<file path="src/logic/bist_consts.vh">
// Purpose: constants shared by the datapath self-test block
// Assumes: register indexes are word indexes on the bus, byte address = 4 * index
// Notes:   values are 16-bit register contents unless marked otherwise
`ifndef BIST_CONSTS_VH
`define BIST_CONSTS_VH
// register indexes
`define IDX_BASIC_CTRL     12'h000
`define IDX_LOOPBACK_CTRL  12'h016
`define IDX_CABLE_TX_CTRL  12'h41f
`define IDX_SERIAL_CTRL    12'h42c
`define IDX_GEN_CTRL       12'h619
`define IDX_PRBS_STATUS    12'h620
`define IDX_PKT_CONFIG     12'h624
`define IDX_RX_CNT_LOW     12'h63c
`define IDX_RX_CNT_HIGH    12'h63d
`define IDX_CRC_ERR_CNT    12'h63e
`define IDX_IRQ_STATUS     12'h700
`define IDX_IRQ_MASK       12'h701
// field positions
`define BIT_MAC_LOOP       14
`define BIT_REV_LOOP       4
`define BIT_CABLE_SUPPRESS 12
`define BIT_GEN_ENABLE     0
`define BIT_GEN_PRBS       1
`define BIT_CHK_ENABLE     2
`define BIT_PRBS_RESTART   1
`define BIT_PRBS_LOCK      8
// interrupt status bits
`define IRQ_RX_PKT         0
`define IRQ_CRC_ERR        1
`define IRQ_PRBS_LOCK      2
`define IRQ_PRBS_ERR       3
// reset and check values
`define RST_REG16          16'h0000
`define RST_CRC            32'hffffffff
`define CRC_RESIDUE        32'hdebb20e3
`define PRBS_SEED          7'h7f
// timing counts, in link byte slots
`define GAP_BYTES          8'd12
`define LOCK_BYTES         4'd8
`endif

</file>
<file path="src/logic/datapath_loopback_bist.v">
// Purpose: datapath self-test: MAC loopback, reverse loopback, packet and PRBS generator, checker, counters
// Assumes: byte-wide link lanes change on the falling link clock edge and are taken on its rising edge
// Notes:   link clock and lanes are sampled by clk_i through two flip-flops; clk_i must exceed 4x link clock
// How it works
// - basic control bit 14 (value 0x4140) loops MAC transmit bytes onto MAC receive lanes.
// - RGMII loopback echoes MAC transmit data; generator control 0x1004 enables checker only.
// - SGMII loopback echoes the same way; generator control 0x1114 enables checker only.
// - loopback control 0x0010 turns line receive traffic back to the cable; checker still runs.
// - serial MAC control 0x0010 does the same reverse loopback; packet and PRBS checkers run.
// - packet config 0x55BF with generator control 0x1555 sends packets and enables checker.
// - packet config 0x55BF with generator control 0x0557 sends PRBS and enables PRBS checker.
// - a 32-bit received packet count, low half at 0x063C, high at 0x063D.
// - packets with bad frame check sequence are counted, readable at 0x063E.
// - writing bit 1 at 0x0620 restarts PRBS error byte count, read in bits 7:0.
// - bit 8 at 0x0620 reads one while PRBS arrives and checker is locked.
// - PRBS checking only applies to internal generator data, never in MAC loopback.
// - the cable gets reverse-looped, else generator, else MAC transmit traffic, unless cable transmit control bit 12 is set.
// - in MAC loopback the packet and CRC error counters tally the looped packets.
//
// Register access over Wishbone was left to the implementer.
`include "bist_consts.vh"
module datapath_loopback_bist #(
  parameter PKT_LEN_W = 8
) (
  // clock and reset
  input  wire        clk_i,
  input  wire        rst_i,
  // wishbone slave
  input  wire        wb_cyc_i,
  input  wire        wb_stb_i,
  input  wire        wb_we_i,
  input  wire [13:0] wb_adr_i,
  input  wire [3:0]  wb_sel_i,
  input  wire [31:0] wb_dat_i,
  output reg  [31:0] wb_dat_o,
  output reg         wb_ack_o,
  // link clock and MAC side lanes
  input  wire        link_clk_i,
  input  wire [7:0]  mac_txd_i,
  input  wire        mac_tx_en_i,
  output reg  [7:0]  mac_rxd_o,
  output reg         mac_rx_dv_o,
  // cable side lanes
  input  wire [7:0]  line_rxd_i,
  input  wire        line_rx_dv_i,
  output reg  [7:0]  line_txd_o,
  output reg         line_tx_en_o,
  // interrupt
  output reg         irq_o
);

  // reflected crc-32, one byte
  function [31:0] crc_byte;
    input [31:0] c;
    input [7:0]  d;
    integer      i;
    reg   [31:0] r;
    begin
      r = c;
      for (i = 0; i < 8; i = i + 1) begin
        if (r[0] ^ d[i])
          r = (r >> 1) ^ 32'hedb88320;
        else
          r = r >> 1;
      end
      crc_byte = r;
    end
  endfunction

  // prbs7 (x^7 + x^6 + 1), eight bits per call; low 7 bits of result = new state
  function [14:0] prbs_byte;
    input [6:0] s;
    integer     i;
    reg   [6:0] r;
    reg   [7:0] o;
    begin
      r = s;
      o = 8'h00;
      for (i = 0; i < 8; i = i + 1) begin
        o[i] = r[6] ^ r[5];
        r    = {r[5:0], r[6] ^ r[5]};
      end
      prbs_byte = {o, r};
    end
  endfunction

  // two-flop synchronisers for the link clock and lane inputs; stage one feeds only stage two
  reg  [18:0] sync1_q;
  reg  [18:0] sync2_q;
  reg         link_clk_d1_q;
  always @(posedge clk_i) begin
    if (rst_i) begin
      sync1_q       <= 19'h00000;
      sync2_q       <= 19'h00000;
      link_clk_d1_q <= 1'b0;
    end else begin
      sync1_q       <= {link_clk_i, mac_tx_en_i, mac_txd_i, line_rx_dv_i, line_rxd_i};
      sync2_q       <= sync1_q;
      link_clk_d1_q <= sync2_q[18];
    end
  end
  wire       link_rise = sync2_q[18] & ~link_clk_d1_q;
  wire       mtx_en    = sync2_q[17];
  wire [7:0] mtxd      = sync2_q[16:9];
  wire       lrx_dv    = sync2_q[8];
  wire [7:0] lrxd_in   = sync2_q[7:0];

  // software registers
  reg  [15:0] basic_control_q;
  reg  [15:0] loopback_control_q;
  reg  [15:0] cable_tx_control_q;
  reg  [15:0] serial_mac_control_q;
  reg  [15:0] generator_control_q;
  reg  [15:0] packet_config_q;
  reg  [3:0]  irq_status_q;
  reg  [3:0]  irq_mask_q;
  reg  [31:0] rx_pkt_cnt_q;
  reg  [15:0] rx_cnt_high_hold_q;
  reg  [15:0] crc_err_cnt_q;
  reg  [7:0]  prbs_err_cnt_q;
  reg         prbs_lock_q;

  // mode decode
  wire mac_loop   = basic_control_q[`BIT_MAC_LOOP];
  wire rev_loop   = loopback_control_q[`BIT_REV_LOOP] | serial_mac_control_q[`BIT_REV_LOOP];
  wire suppress   = cable_tx_control_q[`BIT_CABLE_SUPPRESS];
  wire gen_on     = generator_control_q[`BIT_GEN_ENABLE] & ~mac_loop;
  wire gen_prbs   = generator_control_q[`BIT_GEN_PRBS];
  wire chk_on     = generator_control_q[`BIT_CHK_ENABLE];
  wire prbs_chk   = chk_on & gen_prbs & generator_control_q[`BIT_GEN_ENABLE] & ~mac_loop;

  // bus decode; writes and reads happen on the edge that raises ack
  wire        wb_req  = wb_cyc_i & wb_stb_i & ~wb_ack_o;
  wire        wb_wr   = wb_req & wb_we_i;
  wire [11:0] idx     = wb_adr_i[13:2];
  wire [15:0] wmask   = {{8{wb_sel_i[1]}}, {8{wb_sel_i[0]}}};
  wire        prbs_restart = wb_wr & (idx == `IDX_PRBS_STATUS) & wb_sel_i[0] & wb_dat_i[`BIT_PRBS_RESTART];

  // generator: packets of incrementing bytes plus fcs, or continuous prbs
  localparam G_IDLE = 2'd0;
  localparam G_DATA = 2'd1;
  localparam G_FCS  = 2'd2;
  localparam G_GAP  = 2'd3;
  reg  [1:0]           gen_state_q;
  reg  [PKT_LEN_W-1:0] gen_cnt_q;
  reg  [31:0]          gen_crc_q;
  reg  [6:0]           gen_prbs_q;
  reg  [7:0]           gen_byte;
  reg                  gen_valid;
  wire [14:0]          gen_prbs_nx = prbs_byte(gen_prbs_q);
  wire [31:0]          gen_fcs     = ~gen_crc_q;
  wire [PKT_LEN_W-1:0] pkt_len     = packet_config_q[PKT_LEN_W-1:0];

  // generator output byte for this slot
  always @* begin
    gen_byte  = 8'h00;
    gen_valid = 1'b0;
    if (gen_on && gen_prbs) begin
      gen_byte  = gen_prbs_nx[14:7];
      gen_valid = 1'b1;
    end else if (gen_on && gen_state_q == G_DATA) begin
      gen_byte  = gen_cnt_q[7:0];
      gen_valid = 1'b1;
    end else if (gen_state_q == G_FCS) begin
      gen_byte  = gen_fcs[8*gen_cnt_q[1:0] +: 8];
      gen_valid = 1'b1;
    end
  end

  // generator sequencing, one step per link byte slot
  always @(posedge clk_i) begin
    if (rst_i) begin
      gen_state_q <= G_IDLE;
      gen_cnt_q   <= {PKT_LEN_W{1'b0}};
      gen_crc_q   <= `RST_CRC;
      gen_prbs_q  <= `PRBS_SEED;
    end else if (link_rise) begin
      gen_prbs_q <= gen_prbs_nx[6:0];
      case (gen_state_q)
        G_IDLE: begin
          gen_cnt_q <= {PKT_LEN_W{1'b0}};
          gen_crc_q <= `RST_CRC;
          if (gen_on && !gen_prbs)
            gen_state_q <= G_DATA;
        end
        G_DATA: begin
          gen_crc_q <= crc_byte(gen_crc_q, gen_byte);
          if (!gen_on || gen_prbs) begin
            gen_state_q <= G_IDLE;
          end else if (gen_cnt_q == pkt_len) begin
            gen_cnt_q   <= {PKT_LEN_W{1'b0}};
            gen_state_q <= G_FCS;
          end else begin
            gen_cnt_q <= gen_cnt_q + 1'b1;
          end
        end
        G_FCS: begin
          if (gen_cnt_q[1:0] == 2'd3) begin
            gen_cnt_q   <= {PKT_LEN_W{1'b0}};
            gen_state_q <= G_GAP;
          end else begin
            gen_cnt_q <= gen_cnt_q + 1'b1;
          end
        end
        G_GAP: begin
          gen_cnt_q <= gen_cnt_q + 1'b1;
          if (gen_cnt_q[7:0] == `GAP_BYTES - 8'd1) begin
            gen_cnt_q   <= {PKT_LEN_W{1'b0}};
            gen_crc_q   <= `RST_CRC;
            gen_state_q <= G_IDLE;
          end
        end
        default: gen_state_q <= G_IDLE;
      endcase
    end
  end

  // checker input: looped MAC traffic in MAC loopback, otherwise cable receive
  wire       chk_dv   = mac_loop ? mtx_en : lrx_dv;
  wire [7:0] chk_byte = mac_loop ? mtxd : lrxd_in;

  // packet checker: crc over each frame, judged when valid drops
  reg         chk_dv_q;
  reg  [31:0] chk_crc_q;
  reg  [6:0]  chk_prbs_q;
  reg  [3:0]  lock_run_q;
  wire        pkt_end  = link_rise & chk_dv_q & ~chk_dv & chk_on;
  wire        crc_bad  = pkt_end & (chk_crc_q != `CRC_RESIDUE);
  wire [14:0] chk_pred = prbs_byte(chk_prbs_q);
  wire        prbs_mis = link_rise & chk_dv & prbs_chk & (chk_pred[14:7] != chk_byte);
  wire        prbs_hit = link_rise & chk_dv & prbs_chk & (chk_pred[14:7] == chk_byte);
  wire        lock_gain = prbs_hit & ~prbs_lock_q & (lock_run_q == `LOCK_BYTES - 4'd1);

  // checker state; prbs checker re-seeds itself from the received bits
  always @(posedge clk_i) begin
    if (rst_i) begin
      chk_dv_q    <= 1'b0;
      chk_crc_q   <= `RST_CRC;
      chk_prbs_q  <= `PRBS_SEED;
      lock_run_q  <= 4'h0;
      prbs_lock_q <= 1'b0;
    end else if (link_rise) begin
      chk_dv_q <= chk_dv;
      if (chk_dv)
        chk_crc_q <= crc_byte(chk_crc_q, chk_byte);
      else
        chk_crc_q <= `RST_CRC;
      if (chk_dv)
        chk_prbs_q <= {chk_byte[1], chk_byte[2], chk_byte[3], chk_byte[4],
                       chk_byte[5], chk_byte[6], chk_byte[7]};
      if (!prbs_chk || !chk_dv) begin
        lock_run_q  <= 4'h0;
        prbs_lock_q <= 1'b0;
      end else if (prbs_mis) begin
        lock_run_q  <= 4'h0;
        prbs_lock_q <= 1'b0;
      end else if (lock_run_q != `LOCK_BYTES - 4'd1) begin
        lock_run_q <= lock_run_q + 4'd1;
      end else begin
        prbs_lock_q <= 1'b1;
      end
    end
  end

  // counters; a restart write wins only over the count of its own cycle
  always @(posedge clk_i) begin
    if (rst_i) begin
      rx_pkt_cnt_q   <= 32'h00000000;
      crc_err_cnt_q  <= 16'h0000;
      prbs_err_cnt_q <= 8'h00;
    end else begin
      if (pkt_end)
        rx_pkt_cnt_q <= rx_pkt_cnt_q + 32'h00000001;
      if (crc_bad)
        crc_err_cnt_q <= crc_err_cnt_q + 16'h0001;
      if (prbs_restart)
        prbs_err_cnt_q <= 8'h00;
      else if (prbs_mis && prbs_lock_q && prbs_err_cnt_q != 8'hff)
        prbs_err_cnt_q <= prbs_err_cnt_q + 8'h01;
    end
  end

  // datapath steering, registered outputs updated on each link slot
  always @(posedge clk_i) begin
    if (rst_i) begin
      mac_rxd_o    <= 8'h00;
      mac_rx_dv_o  <= 1'b0;
      line_txd_o   <= 8'h00;
      line_tx_en_o <= 1'b0;
    end else if (link_rise) begin
      mac_rxd_o   <= mac_loop ? mtxd : lrxd_in;
      mac_rx_dv_o <= mac_loop ? mtx_en : lrx_dv;
      if (suppress) begin
        line_txd_o   <= 8'h00;
        line_tx_en_o <= 1'b0;
      end else if (rev_loop) begin
        line_txd_o   <= lrxd_in;
        line_tx_en_o <= lrx_dv;
      end else if (gen_on) begin
        line_txd_o   <= gen_byte;
        line_tx_en_o <= gen_valid;
      end else begin
        line_txd_o   <= mtxd;
        line_tx_en_o <= mtx_en;
      end
    end
  end

  // interrupt events
  wire [3:0] irq_evt = {prbs_mis & prbs_lock_q, lock_gain, crc_bad, pkt_end};

  // register writes; hardware set wins over a write-one clear in the same cycle
  always @(posedge clk_i) begin
    if (rst_i) begin
      basic_control_q      <= `RST_REG16;
      loopback_control_q   <= `RST_REG16;
      cable_tx_control_q   <= `RST_REG16;
      serial_mac_control_q <= `RST_REG16;
      generator_control_q  <= `RST_REG16;
      packet_config_q      <= `RST_REG16;
      irq_mask_q           <= 4'h0;
      irq_status_q         <= 4'h0;
    end else begin
      irq_status_q <= irq_status_q | irq_evt;
      if (wb_wr) begin
        case (idx)
          `IDX_BASIC_CTRL:    basic_control_q      <= (basic_control_q & ~wmask) | (wb_dat_i[15:0] & wmask);
          `IDX_LOOPBACK_CTRL: loopback_control_q   <= (loopback_control_q & ~wmask) | (wb_dat_i[15:0] & wmask);
          `IDX_CABLE_TX_CTRL: cable_tx_control_q   <= (cable_tx_control_q & ~wmask) | (wb_dat_i[15:0] & wmask);
          `IDX_SERIAL_CTRL:   serial_mac_control_q <= (serial_mac_control_q & ~wmask) | (wb_dat_i[15:0] & wmask);
          `IDX_GEN_CTRL:      generator_control_q  <= (generator_control_q & ~wmask) | (wb_dat_i[15:0] & wmask);
          `IDX_PKT_CONFIG:    packet_config_q      <= (packet_config_q & ~wmask) | (wb_dat_i[15:0] & wmask);
          `IDX_IRQ_MASK: begin
            if (wb_sel_i[0])
              irq_mask_q <= wb_dat_i[3:0];
          end
          `IDX_IRQ_STATUS: begin
            if (wb_sel_i[0])
              irq_status_q <= (irq_status_q & ~wb_dat_i[3:0]) | irq_evt;
          end
          default: ;
        endcase
      end
    end
  end

  // read mux
  reg [15:0] rd_val;
  always @* begin
    case (idx)
      `IDX_BASIC_CTRL:    rd_val = basic_control_q;
      `IDX_LOOPBACK_CTRL: rd_val = loopback_control_q;
      `IDX_CABLE_TX_CTRL: rd_val = cable_tx_control_q;
      `IDX_SERIAL_CTRL:   rd_val = serial_mac_control_q;
      `IDX_GEN_CTRL:      rd_val = generator_control_q;
      `IDX_PRBS_STATUS:   rd_val = {7'h00, prbs_lock_q, prbs_err_cnt_q};
      `IDX_PKT_CONFIG:    rd_val = packet_config_q;
      `IDX_RX_CNT_LOW:    rd_val = rx_pkt_cnt_q[15:0];
      `IDX_RX_CNT_HIGH:   rd_val = rx_cnt_high_hold_q;
      `IDX_CRC_ERR_CNT:   rd_val = crc_err_cnt_q;
      `IDX_IRQ_STATUS:    rd_val = {12'h000, irq_status_q};
      `IDX_IRQ_MASK:      rd_val = {12'h000, irq_mask_q};
      default:            rd_val = 16'h0000;
    endcase
  end

  // bus answer: one wait state, ack for one cycle, unmapped reads return zero
  always @(posedge clk_i) begin
    if (rst_i) begin
      wb_ack_o           <= 1'b0;
      wb_dat_o           <= 32'h00000000;
      rx_cnt_high_hold_q <= 16'h0000;
      irq_o              <= 1'b0;
    end else begin
      wb_ack_o <= wb_req;
      if (wb_req && !wb_we_i)
        wb_dat_o <= {16'h0000, rd_val};
      if (wb_req && !wb_we_i && idx == `IDX_RX_CNT_LOW)
        rx_cnt_high_hold_q <= rx_pkt_cnt_q[31:16];
      irq_o <= |(irq_status_q & irq_mask_q);
    end
  end

endmodule // datapath_loopback_bist

</file>
<file path="config.mk">
export PLATFORM = sky130hd
export DESIGN_NAME = datapath_loopback_bist
export DESIGN_NICKNAME = d
export VERILOG_FILES = /design/src/logic/datapath_loopback_bist.v
export VERILOG_INCLUDE_DIRS = /design/src /design/src/logic
export SDC_FILE = /design/constraint.sdc
export NUM_CORES = 1
export LEC_CHECK = 0
export BUFFER_PORTS_ARGS = -buffer_cell sky130_fd_sc_hd__clkbuf_2
export CAP_MARGIN = 20
export CORE_MARGIN = 2
export CORE_UTILIZATION = 55
export CTS_BUF_LIST = sky130_fd_sc_hd__clkbuf_8
export DETAILED_ROUTE_END_ITERATION = 10
export PLACE_DENSITY = 0.74
export SLEW_MARGIN = 20
export SYNTH_ARGS = -nofsm -noshare
export SYNTH_HDL_FRONTEND = slang
export SYNTH_SLANG_ARGS = --single-unit
</file>
<file path="constraint.sdc">
create_clock -name clk_i -period 2.3 [get_ports clk_i]
set_input_delay 0.23 -clock clk_i [delete_from_list [all_inputs] [get_ports clk_i]]
set_output_delay 0.23 -clock clk_i [all_outputs]
set_load 0.03 [all_outputs]
</file>
* After elaboration in Yosys (flattened, before gate mapping)
Cells that the tools add are included.
** Storage, ports and cells
- Register bits after elaboration :: 344
- Input port bits :: 74
- Output and inout bits :: 52
- Word-level logic and storage cells :: 290
** Operators by class
- Add/sub/neg operators :: 5
- Equal/unequal tests :: 29
- Shift operators :: 1
- Muxes and demuxes :: 96
- Bitwise operators :: 96
- Reduce and logical (&&, ||, !) cells :: 33
** Operators with widths (count)
- 2-to-1 mux 32 bit :: 60
- NOT 13 -> 14 bit :: 16
- case mux 16 bit (12 select lines) :: 1
- == test 12 x 11 -> 1 bit, second input constant :: 10
- AND 16 bit :: 7
- OR 16 bit :: 6
- case mux 32 bit (3 select lines) :: 1
- 2-to-1 mux 8 bit :: 11
- adder 32 x 1 -> 32 bit, second input constant :: 1
- inequality test 32 bit, second input constant :: 1
- NOT 32 bit :: 1
- case mux 8 bit (4 select lines) :: 1
- variable part select 32 x 6 -> 8 bit :: 1
- XOR 1 bit :: 32
- 2-to-1 mux 4 bit :: 6
- AND 1 bit :: 22
- AND reduction 2 bit :: 10
- adder 16 x 1 -> 16 bit, second input constant :: 1
- adder 8 x 1 -> 8 bit, second input constant :: 2
- == test 8 bit :: 2
- NOT 16 bit :: 1
- == test 12 x 5 -> 1 bit, second input constant :: 1
- logical NOT 12 bit :: 1
- 2-to-1 mux 1 bit :: 10
- other kinds (28) :: 55

* Logic depth before layout (Yosys ltp)
- Depth after elaboration :: 43
- Gate-level depth with buffers :: 12
- Depth with buffers taken out :: 9

* Least setup slack after synthesis
No wires, ideal clock.
- Kind :: reg-to-reg
- From :: reg gen_cnt_q[0]
- To :: reg gen_crc_q[29]
- Setup time :: 0.122 ns
- Data arrival time :: 2.449 ns
- Data required time :: 2.178 ns
- Slack :: -0.271 ns
- Stages on the path, launching flop included :: 9
- Path buffers :: 0
- Period minus slack after synthesis :: 2.571 ns
- Path through :: dfxtp_1 mux4_1 nor2_1 o2bb2ai_2 xor2_2 xnor3_2 xnor2_2 xor2_1 o32a_1
** On the way
- Cells in the longest elaborated chain, start to end :: 37
- Elaborated cells on any way between the ends :: 44
- Classes of those cells :: eq/ne (2); shift (1); mux (33); bitwise (7); reduce/logical (1)
** Ends and longest elaborated chain
- start: declaration :: RTL line datapath_loopback_bist.v:145 : reg [PKT_LEN_W-1:0] gen_cnt_q;
- start signal: assignment :: RTL line datapath_loopback_bist.v:174 : gen_cnt_q <= {PKT_LEN_W{1'b0}};
- start signal: assignment :: RTL line datapath_loopback_bist.v:181 : gen_cnt_q <= {PKT_LEN_W{1'b0}};
- start signal: assignment :: RTL line datapath_loopback_bist.v:191 : gen_cnt_q <= {PKT_LEN_W{1'b0}};
- variable part select 32 x 6 -> 8 bit :: RTL line datapath_loopback_bist.v:165 : gen_byte = gen_fcs[8*gen_cnt_q[1:0] +: 8];
- 2-to-1 mux 8 bit :: RTL line datapath_loopback_bist.v:164 : end else if (gen_state_q == G_FCS) begin
- 2-to-1 mux 8 bit :: RTL line datapath_loopback_bist.v:161 : end else if (gen_on && gen_state_q == G_DATA) begin
- 2-to-1 mux 8 bit :: RTL line datapath_loopback_bist.v:158 : if (gen_on && gen_prbs) begin
- XOR 1 bit :: RTL line datapath_loopback_bist.v:61 : if (r[0] ^ d[i])
- 2-to-1 mux 32 bit :: RTL line datapath_loopback_bist.v:61
- 2-to-1 mux 32 bit :: RTL line datapath_loopback_bist.v:179 : case (gen_state_q)
- 2-to-1 mux 32 bit :: RTL line datapath_loopback_bist.v:177 : end else if (link_rise) begin
- [21 not listed]
- XOR 1 bit :: RTL line datapath_loopback_bist.v:61
- 2-to-1 mux 32 bit :: RTL line datapath_loopback_bist.v:61
- 2-to-1 mux 32 bit :: RTL line datapath_loopback_bist.v:179
- 2-to-1 mux 32 bit :: RTL line datapath_loopback_bist.v:177
- 2-to-1 mux 32 bit :: RTL line datapath_loopback_bist.v:172 : if (rst_i) begin
- NOT 13 -> 14 bit (no line)
- 2-to-1 mux 32 bit :: RTL line datapath_loopback_bist.v:61
- case mux 32 bit (3 select lines) :: RTL line datapath_loopback_bist.v:179
- end signal: assignment :: RTL line datapath_loopback_bist.v:175 : gen_crc_q <= `RST_CRC;
- end signal: assignment :: RTL line datapath_loopback_bist.v:182 : gen_crc_q <= `RST_CRC;
- end signal: assignment :: RTL line datapath_loopback_bist.v:187 : gen_crc_q <= crc_byte(gen_crc_q, gen_byte);
- end: declaration :: RTL line datapath_loopback_bist.v:146 : reg [31:0] gen_crc_q;
Several ways; a longest one is shown, not always the timed one. The select of a mux whose other input is x is not followed.
A chain may end at the register's enable or synchronous reset.

* Worst setup path in the final report
Ends and elaborated chain as after synthesis.

==> run metrics <==
Max IR drop VDD 0.581 mV; # setup viols final 35; Synth area leader dfxtp_1; TritonCTS clock tree yes; Placer Congestion 0.907; Hold Fails Final Rpt 0; Required @ worst endpoint 2.77 ns; Place WS -0.293 ns; post-synthesis cell type count 83; final WL 47.1 mm; largest net degree at the start of global routing 81; sequential share of the synthesized area 42.4%; Post-synth ARST share 0%; Area contributors post-synth dfxtp_1 (42%), mux2i_1 (7.1%), xnor2_1 (6.1%), nor2_1 (5.8%), xor2_1 (3.8%); drt initial violations 1443; WL per Instance 19.0 um; synth warn 0; Die Ht 176 um; # fillers 2000; EDFF count, synth 0; number of antenna diodes 0; TritonRoute pass-1 iters 6; I/O Buffers 89; post-route ant nets 0; Max Cap Viol 0; aggregate global routing overflow 0; Post-DP HPWL 31.0 mm; Clock transition at path regs 0.07 ns; syn_area_per_cell 9.41 sq um; Final Slew Violations 0; RSZ-0062 raised after global routing yes; most common cell in the netlist dfxtp_1; nets 2124; initial antenna violation count 0; routed vias/inst 5.79; worst relative slew slack 53.8%; root buffer cell clkbuf_8; failing checks negative setup slack; gr usage total 28.4%; flops & latches, synth 344; status finished with violations; Layout area overhead 29.4%; Mapped Cells 1728; # IOs 126; Critical Path Sink Type flip-flop; Clock Path Buffers 3; clock latency at the later pin of the worst-skew pair 0.61 ns; worst clock skew 0.0287 ns; Synth Cell Area 0.0163 sq mm; kind of critical path reg2reg; H-tree depth 2; maximum clock frequency 382 MHz; number of global-route vias before repair 13700; Die ar. 0.0310 sq mm; CP arrival 3.09 ns; P_leak 7.90 nW; Worst setup SP type flip-flop; DRC 0; Initial Util 56.2%; pwr dens 609 mW/mm^2; dominant synthesized flop cell dfxtp_1; Synth top cells by count dfxtp_1 (344), nor2_1 (253), mux2i_1 (115), xnor2_1 (113), nand2_1 (90); Post-DP Area 0.0186 sq mm; Worst Path Max Fanout 7; core area 0.0289 sq mm; setup TNS -6.16 ns; fin util 72.7%; minimum clock period 2.62 ns; Finished Cell Area 0.0210 sq mm; Final Power 12.8 mW; die width 176 um; worst-margin pin slew 0.690 ns; detailed-route via count 14300; FP Rows 62; fin crit share 114%; clk sinks 344; share of layout cells above drive strength 1 26.7%; top-area cell type share of the netlist area 42.4%; TritonCTS Buffers 57; final worst slack -0.318 ns; first-pass GRT wire length 71.0 mm; Hold/Removal Path Class in2reg
kinds of logic (layout without fill, tap and decap cells):
family                     Yosys count  in the layout  synth area share (%)
AOI/OAI and AO/OA                  292            292                  12.6
DFF                                344            344                  42.4
muxes                              128            128                  8.51
and+or+nand+nor                    623            623                  19.2
other                                1             16                0.0231
xor gates and xnor gates           212            212                  13.5
adders and majority gates            6              6                 0.462
buffers and inverters              122            469                  3.35
through the flow:
stage	std cells	hold slack, ns
6_report	2474	0.0393
5_1_grt	2474	0.0255
4_1_cts	2456	0.0116
3_5_place_dp	2302	0.425
3_3_place_gp	2302	0.423
2_1_floorplan	1743	0.358
cell usage in the layout, fill, tap and decap left out, types with 47 or more instances in the layout:
master,n
dfxtp_1,339
nor2_1,249
buf_4,198
mux2i_1,113
xnor2_1,88
clkbuf_2,88
nand2_1,85
clkbuf_8,82
a21oi_1,80
xor2_1,67
a22oi_1,56
nand2b_1,47
power by group:
| part | total (mW) | leakage, nW | internal (mW) | switching, mW |
|---|---|---|---|---|
| Clock | 5.89 | 0.724 | 3.37 | 2.52 |
| Sequential | 6.06 | 2.79 | 6.01 | 0.0424 |
| Combinational | 0.876 | 4.39 | 0.381 | 0.495 |
| Total | 12.8 | 7.90 | 9.77 | 3.05 |
metal layers:
metal | routed length, um | vias up | track usage [%]
li1 | - | 6707 | -
met1 | 18900 | 6898 | 35.9
met2 | 23400 | 583 | 48.5
met3 | 2870 | 130 | 4.09
met4 | 1970 | 0 | 12.2
met5 | 0 | - | 0
repair_timing:
action                                  4_1_cts  5_1_grt
setup buffers                                17       23
endpoints found under the hold margin        57        0
hold buffers                                 32        0
pin swaps                                    35       49
resized for setup                            36       73
gates cloned                                  0        1
endpoints found under the setup margin       74       86
worst paths after layout:
kind	start	to	slack (ns)	depth (start not counted)
setup reg to reg	gen_cnt_q[0]	gen_crc_q[29]	-0.32	7
setup / recovery	gen_cnt_q[0]	gen_crc_q[29]	-0.32	7
hold reg to reg	sync1_q[13]	sync2_q[13]	0.44	1
hold / removal	rst_i	gen_state_q[0]	0.04	2
cell type report:
cell class	instances	area [sq um]	share of cell area [%]
clock inverter	23	156	0.743
multi-input combinational	1277	9500	45.2
clock buffer	82	1130	5.36
sequential	344	6900	32.8
tap	384	480	2.28
inverter	8	30.0	0.143
timing repair buffer	356	2850	13.5
worst max-delay path, stage by stage, from the launching register on:
cell and delay (ns):
dfxtp_4 0.42, mux4_2 0.52, nand2b_4 0.16, a22oi_2 0.28, xnor2_2 0.17, xnor3_2 0.41
xor2_1 0.22, o32a_1 0.31
No activity file was read; power rests on OpenSTA's default activity.
